--- src/design/abs_pkg.sv ---
// Package: register map, opcode patterns, status layout and state types for the ALU/branch slice
package abs_pkg;

  // APB register byte offsets
  localparam logic [7:0] ABS_OFF_CTRL = 8'h00;
  localparam logic [7:0] ABS_OFF_INSTR = 8'h04;
  localparam logic [7:0] ABS_OFF_WREG = 8'h08;
  localparam logic [7:0] ABS_OFF_STATUS = 8'h0C;
  localparam logic [7:0] ABS_OFF_BANK = 8'h10;
  localparam logic [7:0] ABS_OFF_PC = 8'h14;
  localparam logic [7:0] ABS_OFF_INDEX = 8'h18;
  localparam logic [7:0] ABS_OFF_CORE = 8'h1C;

  // Status flag bit positions
  localparam int ABS_ST_C = 0;
  localparam int ABS_ST_DC = 1;
  localparam int ABS_ST_Z = 2;
  localparam int ABS_ST_OV = 3;
  localparam int ABS_ST_N = 4;

  // Core state bit positions in the CORE register
  localparam int ABS_CORE_BUSY = 0;
  localparam int ABS_CORE_ILLEGAL = 1;
  localparam int ABS_CORE_TAKEN = 2;

  // Reset values
  localparam logic [7:0] ABS_RST_WREG = 8'h00;
  localparam logic [4:0] ABS_RST_STATUS = 5'h00;
  localparam logic [3:0] ABS_RST_BANK = 4'h0;
  localparam logic [20:0] ABS_RST_PC = 21'h000000;
  localparam logic [11:0] ABS_RST_INDEX = 12'h000;
  localparam logic [15:0] ABS_RST_INSTR = 16'h0000;

  // Opcode patterns
  localparam logic [5:0] ABS_OPC_ADC = 6'h08;
  localparam logic [7:0] ABS_OPC_ANDL = 8'h0B;
  localparam logic [5:0] ABS_OPC_ANDF = 6'h05;
  localparam logic [3:0] ABS_OPC_BCLR = 4'h9;
  localparam logic [7:0] ABS_OPC_BC = 8'hE2;
  localparam logic [7:0] ABS_OPC_BNC = 8'hE3;
  localparam logic [7:0] ABS_OPC_BN = 8'hE6;
  localparam logic [7:0] ABS_OPC_BNN = 8'hE7;
  localparam logic [7:0] ABS_OPC_BRANCH_ON_OVERFLOW_CLEAR = 8'hE5;
  localparam logic [7:0] ABS_OPC_BNZ = 8'hE1;

  // Addressing
  localparam logic [7:0] ABS_ACC_SPLIT = 8'h60;
  localparam logic [7:0] ABS_IDX_MAX = 8'h5F;
  localparam logic [3:0] ABS_BANK_LOW = 4'h0;
  localparam logic [3:0] ABS_BANK_SFR = 4'hF;
  localparam logic [20:0] ABS_PC_STEP = 21'h000002;

  typedef enum logic [2:0] {
    ABS_PH_IDLE, ABS_PH_Q1, ABS_PH_Q2, ABS_PH_Q3, ABS_PH_Q4
  } abs_phase_t;

  typedef enum logic [2:0] {
    ABS_OP_NONE, ABS_OP_ADC, ABS_OP_ANDL, ABS_OP_ANDF, ABS_OP_BCLR, ABS_OP_BR
  } abs_op_t;

  typedef struct packed {
    logic [11:0] addr;
    logic rd;
    logic wr;
    logic [7:0] wdata;
  } abs_mem_req_t;

  typedef struct packed {
    abs_phase_t phase;
    logic nop;
    abs_op_t op;
    logic [15:0] instr;
    logic [7:0] wreg;
    logic [4:0] status;
    logic [3:0] bank;
    logic [20:0] pc;
    logic [11:0] index;
    logic ext_en;
    logic [7:0] opnd;
    logic [7:0] res;
    logic [4:0] flg;
    logic taken;
    logic illegal;
    logic last_taken;
    abs_mem_req_t mem;
    logic [31:0] prdata;
    logic pready;
    logic pslverr;
  } abs_state_t;

endpackage

--- src/design/abs_core.sv ---
// ALU and conditional branch execute slice with APB register access
`timescale 1ns/100ps

// Functional notes
// [RULE_01] Add-with-carry sums W, byte, carry; sets five flags
// [RULE_02] Destination bit zero to W, one to file
// [RULE_03] Access bit zero quick bank, one bank pointer
// [RULE_04] Extended mode, access zero, f<=95: indexed offset
// [RULE_05] Immediate AND into W, only sign and zero
// [RULE_06] Register AND to destination, only sign and zero
// [RULE_07] Bit clear one bit, flags untouched
// [RULE_08] Carry branches test carry, flags untouched
// [RULE_09] Sign branches test negative, flags untouched
// [RULE_10] Overflow-clear branch taken when overflow zero
// [RULE_11] Nonzero branch taken when zero flag clear
// [RULE_12] Target is incremented PC plus twice offset
// [RULE_13] Branch one cycle, two when taken
// [RULE_14] Add, AND, bit clear: one word, one cycle
module abs_core
  import abs_pkg::*;
(
  input wire logic sys_clk,
  input wire logic sys_rst,
  input wire logic psel,
  input wire logic penable,
  input wire logic pwrite,
  input wire logic [7:0] paddr,
  input wire logic [31:0] pwdata,
  output logic [31:0] prdata,
  output logic pready,
  output logic pslverr,
  input wire logic [7:0] mem_rdata,
  output abs_mem_req_t mem_req
);

  abs_state_t st;
  abs_state_t next_st;

  function automatic abs_op_t abs_decode(input logic [15:0] iw);
    abs_op_t op;
    op = ABS_OP_NONE;
    if (iw[15:10] == ABS_OPC_ADC) begin
      op = ABS_OP_ADC;
    end else if (iw[15:8] == ABS_OPC_ANDL) begin
      op = ABS_OP_ANDL;
    end else if (iw[15:10] == ABS_OPC_ANDF) begin
      op = ABS_OP_ANDF;
    end else if (iw[15:12] == ABS_OPC_BCLR) begin
      op = ABS_OP_BCLR;
    end else if (iw[15:8] == ABS_OPC_BC || iw[15:8] == ABS_OPC_BNC ||
                 iw[15:8] == ABS_OPC_BN || iw[15:8] == ABS_OPC_BNN ||
                 iw[15:8] == ABS_OPC_BRANCH_ON_OVERFLOW_CLEAR || iw[15:8] == ABS_OPC_BNZ) begin
      op = ABS_OP_BR;
    end
    return op;
  endfunction

  // Branch condition from the opcode byte and the current flags
  function automatic logic abs_cond(input logic [7:0] opc, input logic [4:0] s);
    logic c;
    c = 1'b0;
    case (opc)
      ABS_OPC_BC: c = s[ABS_ST_C]; // see [RULE_08]
      ABS_OPC_BNC: c = !s[ABS_ST_C]; // see [RULE_08]
      ABS_OPC_BN: c = s[ABS_ST_N]; // see [RULE_09]
      ABS_OPC_BNN: c = !s[ABS_ST_N]; // see [RULE_09]
      ABS_OPC_BRANCH_ON_OVERFLOW_CLEAR: c = !s[ABS_ST_OV]; // see [RULE_10]
      ABS_OPC_BNZ: c = !s[ABS_ST_Z]; // see [RULE_11]
      default: c = 1'b0;
    endcase
    return c;
  endfunction

  // Data memory address for the file operand of a register opcode
  function automatic logic [11:0] abs_faddr(input logic [15:0] iw, input logic [3:0] bank,
                                            input logic ext, input logic [11:0] idx);
    logic [11:0] a;
    a = {bank, iw[7:0]};
    if (!iw[8]) begin
      if (ext && iw[7:0] <= ABS_IDX_MAX) begin
        a = 12'(idx + {4'h0, iw[7:0]}); // see [RULE_04]
      end else if (iw[7:0] < ABS_ACC_SPLIT) begin
        a = {ABS_BANK_LOW, iw[7:0]}; // see [RULE_03]
      end else begin
        a = {ABS_BANK_SFR, iw[7:0]}; // see [RULE_03]
      end
    end
    return a;
  endfunction

  logic [8:0] adc_sum;
  logic [4:0] adc_low;
  logic [7:0] and_src;
  logic [7:0] and_res;
  logic [7:0] clr_res;
  logic [20:0] br_off;
  logic idle;

  assign idle = (st.phase == ABS_PH_IDLE);
  assign adc_sum = {1'b0, st.wreg} + {1'b0, mem_rdata} + {8'h00, st.status[ABS_ST_C]};
  assign adc_low = {1'b0, st.wreg[3:0]} + {1'b0, mem_rdata[3:0]} +
                   {4'h0, st.status[ABS_ST_C]};
  assign and_src = (st.op == ABS_OP_ANDL) ? st.instr[7:0] : mem_rdata;
  assign and_res = st.wreg & and_src;
  assign clr_res = mem_rdata & ~(8'h01 << st.instr[11:9]);
  assign br_off = {{12{st.instr[7]}}, st.instr[7:0], 1'b0};

  always_comb begin
    next_st = st;
    next_st.pready = 1'b0;
    next_st.pslverr = 1'b0;
    next_st.mem.rd = 1'b0;
    next_st.mem.wr = 1'b0;

    // Two-cycle access phase so every answer comes from a flop
    if (psel && penable && !st.pready) begin
      next_st.pready = 1'b1;
      next_st.prdata = 32'h00000000;
      case (paddr)
        ABS_OFF_CTRL: begin
          next_st.prdata = {31'h00000000, st.ext_en};
          if (pwrite) begin
            next_st.ext_en = pwdata[0];
          end
        end
        ABS_OFF_INSTR: begin
          next_st.prdata = {16'h0000, st.instr};
          // A new instruction is refused while one is executing
          if (pwrite && idle) begin
            next_st.instr = pwdata[15:0];
            next_st.phase = ABS_PH_Q1;
            next_st.nop = 1'b0;
          end
        end
        ABS_OFF_WREG: begin
          next_st.prdata = {24'h000000, st.wreg};
          if (pwrite && idle) begin
            next_st.wreg = pwdata[7:0];
          end
        end
        ABS_OFF_STATUS: begin
          next_st.prdata = {27'h0000000, st.status};
          if (pwrite && idle) begin
            next_st.status = pwdata[4:0];
          end
        end
        ABS_OFF_BANK: begin
          next_st.prdata = {28'h0000000, st.bank};
          if (pwrite && idle) begin
            next_st.bank = pwdata[3:0];
          end
        end
        ABS_OFF_PC: begin
          next_st.prdata = {11'h000, st.pc};
          if (pwrite && idle) begin
            next_st.pc = {pwdata[20:1], 1'b0};
          end
        end
        ABS_OFF_INDEX: begin
          next_st.prdata = {20'h00000, st.index};
          if (pwrite && idle) begin
            next_st.index = pwdata[11:0];
          end
        end
        ABS_OFF_CORE: begin
          next_st.prdata = {29'h00000000, st.last_taken, st.illegal, !idle};
        end
        default: begin
          next_st.pslverr = 1'b1;
        end
      endcase
    end

    case (st.phase)
      ABS_PH_IDLE: begin
        next_st.nop = 1'b0;
      end
      ABS_PH_Q1: begin
        next_st.phase = ABS_PH_Q2;
        if (!st.nop) begin
          next_st.op = abs_decode(st.instr);
          next_st.illegal = (abs_decode(st.instr) == ABS_OP_NONE);
          next_st.pc = 21'(st.pc + ABS_PC_STEP);
          next_st.mem.addr = abs_faddr(st.instr, st.bank, st.ext_en, st.index);
          // Read strobe lands in Q2; the byte is back in Q3
          next_st.mem.rd = (abs_decode(st.instr) == ABS_OP_ADC) ||
                           (abs_decode(st.instr) == ABS_OP_ANDF) ||
                           (abs_decode(st.instr) == ABS_OP_BCLR);
        end
      end
      ABS_PH_Q2: begin
        next_st.phase = ABS_PH_Q3;
      end
      ABS_PH_Q3: begin
        next_st.phase = ABS_PH_Q4;
        if (!st.nop) begin
          next_st.opnd = and_src;
          next_st.flg = st.status;
          next_st.taken = 1'b0;
          case (st.op)
            ABS_OP_ADC: begin
              next_st.res = adc_sum[7:0]; // see [RULE_01]
              next_st.flg[ABS_ST_C] = adc_sum[8];
              next_st.flg[ABS_ST_DC] = adc_low[4];
              next_st.flg[ABS_ST_Z] = (adc_sum[7:0] == 8'h00);
              next_st.flg[ABS_ST_N] = adc_sum[7];
              next_st.flg[ABS_ST_OV] = (st.wreg[7] == mem_rdata[7]) &&
                                       (adc_sum[7] != st.wreg[7]);
            end
            ABS_OP_ANDL, ABS_OP_ANDF: begin
              next_st.res = and_res; // see [RULE_05] [RULE_06]
              next_st.flg[ABS_ST_Z] = (and_res == 8'h00);
              next_st.flg[ABS_ST_N] = and_res[7];
            end
            ABS_OP_BCLR: begin
              next_st.res = clr_res; // see [RULE_07]
            end
            ABS_OP_BR: begin
              next_st.taken = abs_cond(st.instr[15:8], st.status);
            end
            default: begin
              next_st.res = st.res;
            end
          endcase
          // File write strobe stands through Q4
          next_st.mem.wdata = (st.op == ABS_OP_BCLR) ? clr_res :
                              (st.op == ABS_OP_ADC) ? adc_sum[7:0] : and_res;
          next_st.mem.wr = (st.op == ABS_OP_BCLR) ||
                           ((st.op == ABS_OP_ADC || st.op == ABS_OP_ANDF) &&
                            st.instr[9]); // see [RULE_02]
        end
      end
      ABS_PH_Q4: begin
        next_st.phase = ABS_PH_IDLE; // see [RULE_14]
        if (!st.nop) begin
          next_st.last_taken = st.taken;
          case (st.op)
            ABS_OP_ADC, ABS_OP_ANDF: begin
              if (!st.instr[9]) begin
                next_st.wreg = st.res; // see [RULE_02]
              end
              next_st.status = st.flg;
            end
            ABS_OP_ANDL: begin
              next_st.wreg = st.res;
              next_st.status = st.flg;
            end
            ABS_OP_BR: begin
              if (st.taken) begin
                next_st.pc = 21'(st.pc + br_off); // see [RULE_12]
                next_st.phase = ABS_PH_Q1; // see [RULE_13]
                next_st.nop = 1'b1;
              end
            end
            default: begin
              next_st.status = st.status;
            end
          endcase
        end
      end
      default: begin
        next_st.phase = ABS_PH_IDLE;
      end
    endcase
  end

  always_ff @(posedge sys_clk) begin
    if (sys_rst) begin
      st <= '0;
      st.phase <= ABS_PH_IDLE;
      st.op <= ABS_OP_NONE;
      st.instr <= ABS_RST_INSTR;
      st.wreg <= ABS_RST_WREG;
      st.status <= ABS_RST_STATUS;
      st.bank <= ABS_RST_BANK;
      st.pc <= ABS_RST_PC;
      st.index <= ABS_RST_INDEX;
    end else begin
      st <= next_st;
    end
  end

  assign prdata = st.prdata;
  assign pready = st.pready;
  assign pslverr = st.pslverr;
  assign mem_req = st.mem;

  logic q1_go;
  assign q1_go = (st.phase == ABS_PH_Q1) && !st.nop;
endmodule

--- config.mk ---
export PLATFORM = sky130hd
export DESIGN_NAME = abs_core
export DESIGN_NICKNAME = d
export VERILOG_FILES = /design/src/design/abs_pkg.sv /design/src/design/abs_core.sv
export SDC_FILE = /design/constraint.sdc
export NUM_CORES = 1
export LEC_CHECK = 0
export BUFFER_PORTS_ARGS = -buffer_cell sky130_fd_sc_hd__clkbuf_2
export CAP_MARGIN = 10
export CELL_PAD_IN_SITES_DETAIL_PLACEMENT = 1
export CELL_PAD_IN_SITES_GLOBAL_PLACEMENT = 1
export CORE_UTILIZATION = 40
export CTS_BUF_LIST = sky130_fd_sc_hd__clkbuf_16
export DETAILED_ROUTE_END_ITERATION = 8
export GPL_TIMING_DRIVEN = 0
export PLACE_DENSITY_LB_ADDON = 0.1
export SETUP_SLACK_MARGIN = 0.4
export SYNTH_ARGS = -nofsm -noshare
export SYNTH_HDL_FRONTEND = slang
export SYNTH_SLANG_ARGS = --single-unit
export TNS_END_PERCENT = 5
--- constraint.sdc ---
create_clock -name sys_clk -period 7.31 [get_ports sys_clk]
set_clock_uncertainty 0.1 [all_clocks]
set_input_delay 0.731 -clock sys_clk [delete_from_list [all_inputs] [get_ports sys_clk]]
set_output_delay 0.731 -clock sys_clk [all_outputs]
set_load 0.01 [all_outputs]
; ---- After elaboration in Yosys (flattened, before gate mapping)
; Index checks and enable logic that the tools add are counted.
[op_classes]
add_sub_neg = 7
n_mul = 0
div = 0
order_cmp = 2
eq_ne = 35
n_shift = 1
n_mux = 54
bitwise_logic = 7
reduce_logical = 43
[ops]
columns = operator, count
row1 = $pmux 21 s8, 1
row2 = $mux 21, 6
row3 = $mux 12, 5
row4 = $mux 51, 1
row5 = $eq 8x8->1 const B, 6
row6 = $mux 8, 6
row7 = $pmux 21 s2, 1
row8 = $eq 8x5->1 const B, 4
row9 = $mux 4, 7
row10 = $mux 13, 2
row11 = $eq 8x4->1 const B, 3
row12 = $logic_not 8->1, 3
row13 = $pmux 8 s3, 1
row14 = $add 21x2->21 const B, 1
row15 = $add 21x21->21, 1
row16 = $mux 3, 7
row17 = $reduce_and 3->1, 6
row18 = $and 8x8->8, 2
row19 = $pmux 8 s2, 1
row20 = $eq 3x2->1 const B, 5
row21 = $pmux 3 s5, 1
row22 = $add 12x8->12, 1
row23 = $eq 3x3->1 const B, 4
row24 = $mux 5, 2
row25 = 32 further kinds, 72
[totals]
ff_bits = 135
latchBits = 0
ram_bits = 0
romBits = 0
word_cells = 171
n_memories = 0

; ---- Longest topological paths before layout
[logic_depth]
depth_word = 16
depth_mapped = 10
depth_no_buf = 10

; ---- Worst setup path after synthesis
; Ideal clock, no wire load.
[synth_timing]
path_type = in2reg
start = input port paddr[1]
end = register st[110] (netlist bit)
setup_ps = 120
arrival_time_ps = 2431
path_slack_ps = 4659
cell_stages = 8
path_buffers = 1
path_cell_list = or4b_4 -> nor4_4 -> buf_6 -> mux2_4 -> nand2_1 -> a22oi_1 -> a21oi_1 -> a21oi_1
[synth_via]
elab_chain_cells = 7
word_cells_on_any_way = 8
classes_between = eq/ne: 1 / mux: 7
[synth_lines]
columns = item, line
row1 = start: declaration, abs_core.sv:27  ; input wire logic [7:0] paddr,
row2 = $eq 8x5->1 (*), abs_core.sv:119  ; case (paddr)
row3 = $mux 21 (*), abs_core.sv:119
row4 = $mux 51 (*), abs_core.sv:116  ; if (psel && penable && !st.pready) begin
row5 = $mux 21, abs_core.sv:249  ; if (st.taken) begin
row6 = $mux 21, abs_core.sv:237  ; case (st.op)
row7 = $mux 21, abs_core.sv:235  ; if (!st.nop) begin
row8 = $pmux 21 s2 (*), abs_core.sv:174  ; case (st.phase)
row9 = end signal: assignment, abs_core.sv:279  ; st <= next_st;
row10 = end: declaration, abs_core.sv:36  ; abs_state_t st;
; Every way passes the cells marked *; elsewhere a longest branch is shown, timed or not.
; A chain may end at the register's enable or synchronous reset.

; ---- Worst setup path after layout
[layout_timing]
start = register st, in the netlist br_off[8]
end = register st[112] (netlist bit)
[layout_via]
elab_chain_cells = 5
[layout_lines]
columns = item, line
row1 = $add 21x21->21, abs_core.sv:250  ; next_st.pc = 21'(st.pc + br_off);
row2 = $mux 21, abs_core.sv:249
row3 = $mux 21, abs_core.sv:237
row4 = $mux 21, abs_core.sv:235
row5 = $pmux 21 s2, abs_core.sv:174
; No other way between the ends.

==> impl_metrics.toml <==
[floorplanning]
start_util_pct = 40.63
ios = 109
die_area_um2 = 23530
coreArea_um2 = 22570
die_width_um = 153.4
fp.dieH_um = 153.4
rows = 55

[synthesis]
synth_area_per_cell_um2 = 7.467
syn_area_um2 = 9170
yosys_register_bits = 135
synthDistinctLibCells = 78
synth_flop_cell = "dfxtp_1"
synthCells = 1228
seq_area_frac_synth_pct = 29.47
synth-edff-count = 0
synth_warnings = 0
synth-async-reset-ratio_pct = 0

[drt]
drtIter0Drc = 845
vias_per_cell = 6.034
post-route-drc-count = 0
postRouteAntennaNets = 0
dr_total_vias = 9908
dr.pass1.iters = 5
wirelength_mm = 38.73
wire_per_inst_um = 23.59

[finish]
multiInputGateArea_um2 = 5693
drive_gt1_share_pct = 15.63
nets = 1435
fillers = 2891
area_growth_pct = 15.06
regArea_um2 = 2703
fin_cells = 1642

[global_route]
grt_overflow_total = 0
grt_pass1_vias = 9672
grt_max_degree = 20
grt_pass1_wl_mm = 58.72
track_usage_pct = 33.19
antenna_found_initial = 1

[placement]
io_buffer_count = 86
place_ws_ps = 3967
gp_congestion = 0.9386
dp_hpwl_mm = 29.28
place_inst = 1609

[worst_setup_path]
r2r_setup_slack_ps = 3920
end_kind = "flop"
crit_required_ps = 7560
arrival_ps = 3640
cp-start-kind = "flop"
path_max_fanout = 19
path_class = "reg2reg"

[run]
maxCapViolations = 0

[cts]
path_clk_slew_ps = 70
clkLatencyLatePin_ps = 440
ctsLongestPathBuffers = 2
cts_hold_buffers = 0
cts_resized = 0
numCtsBuffers = 17
cts-root-buf = "clkbuf_16"
post_cts_buffers = 0
htree_num_levels = 4
tritoncts = "yes"
cts.sinks = 135

[timing]
tightest_slew_ps = 1277
setup_tns_ps = 0
fin_crit_ps = 3392
finalSetupViolations = 0
finalHoldViolCount = 0
fin_crit_sh_pct = 46.40
relSlewSlack_pct = 14.22
rsz0062_at_grt = "no"
maxSlewViolCount = 0
worst_slack_ps = 3918
fmax_mhz = 294.9

[power_and_ir_drop]
powerDensity_nw_per_um2 = 160.6
ir_worst_vdd_v = 0.0001126
p_leak_nw = 4.063

[hold_path]
min_path_type = "reg2reg"

[run_status]
status = "finished, final reports clean"
## synthesized netlist by cell type, types with 9 or more instances
library cell    n  share of area, %
nand4_1        10              0.68
nand2_1       161               6.6
ha_1           35               4.8
o21ai_0        58               3.2
mux2i_1        23               2.5
a211oi_1       33               2.7
a311oi_1       17               1.6
buf_4          54               4.4
nor2_1        138               5.6
nor3_1         45               2.5
a22oi_1        15               1.2
dfxtp_1       135                29
a31oi_1        14              0.96
a21oi_1       114               6.2
a221oi_1       11               1.1
xor2_1         12               1.1
nor4_1          9              0.61
and3_1         12              0.82
inv_1          22              0.90
buf_2          16              0.87
nor2b_1        18               1.2
xnor2_1        12               1.1
clkbuf_1       52               2.1
nand2b_1       10              0.68
nand3_1        52               2.8
o21a_1         12              0.98
## logic make-up after synthesis
logic type                 count (synthesis)  synth area share, %
xor gates and xnor gates                  24                2.292
DFF                                      135                29.47
other                                      1              0.04089
adders and majority gates                 39                5.649
AOI/OAI and AO/OA                        347                24.71
buffers and inverters                    153                8.855
and+or+nand+nor                          500                25.69
muxes                                     29                3.288
## state kept, by name (all words and copies together) (netlist names)
register	flops
br_off	8
mem_req	22
prdata	21
pready	1
pslverr	1
st	82
## power breakdown
part           internal (mW)  switching, mW  total, mW
sequential             0.739        0.00198      0.741
clock                  0.468          0.378      0.846
combinational         0.0319         0.0751      0.107
total                   1.24          0.455       1.69
## through the flow
stage / area, um2 / hold WS, ps / power (mW) / utilization [%]
final: 10550 / 356.7 / 1.694 / 46.75
after floorplan: 9208 / 332.2 / 0.8073 / -
after global placement: 9995 / 343.9 / 0.8605 / 44.28
after global routing: 10550 / 384.1 / 1.731 / 46.74
after detailed placement: 9995 / 351.6 / 0.8613 / 44.28
after CTS: 10550 / 360.8 / 1.693 / 46.74
## critical path: stages, from the launching register on
cell and delay [ps]:
dfxtp_1 1080, ha_1 390, clkbuf_1 180, a211oi_1 230, o21bai_1 130, a41oi_1 290, a221oi_1 240, or4_1 560
o211ai_1 90
## metal layers
metal / vias to the layer above / global-route usage (%) / wire, um
li1: 4640 / - / -
met1: 4767 / 43.33 / 16860
met2: 407 / 53.49 / 17430
met3: 94 / 4.565 / 2616
met4: 0 / 16.81 / 1825
met5: - / 0 / 0
## final timing paths
path               from    endpoint  depth (start not counted)
max reg2reg   br_off[8]     st[112]                          8
min          mem_req[6]  mem_req[6]                          2
min reg2reg  mem_req[6]  mem_req[6]                          2
max           br_off[8]     st[112]                          8
## cells in the final DEF (no fill, tap or decap), types with 11 or more instances in the layout
cell type and instances:
nor2_1 138, a21oi_1 114, clkbuf_16 17, nor2b_1 18, ha_1 35, a22oi_1 15
inv_1 23, a221oi_1 11, a31oi_1 14, o21ai_0 58, buf_2 16, nand2_1 161
clkbuf_2 86, clkbuf_1 52, xnor2_1 12, o21a_1 12, mux2i_1 23, a211oi_1 33
dfxtp_1 135, and3_1 12, nor3_1 45, xor2_1 12, buf_4 54, nand3_1 52
conb_1 11, a311oi_1 17
## area by class of cell
class	instances	area share, %
inverter	22	0.7826
clock buffer	17	4.032
sequential	135	25.61
clock inverter	15	1.221
antenna	1	0.02372
timing repair buffer	86	4.079
multi-input combinational	950	53.95
tap	285	3.380
buffer	131	6.913
Power figures use the tool's default switching activity.
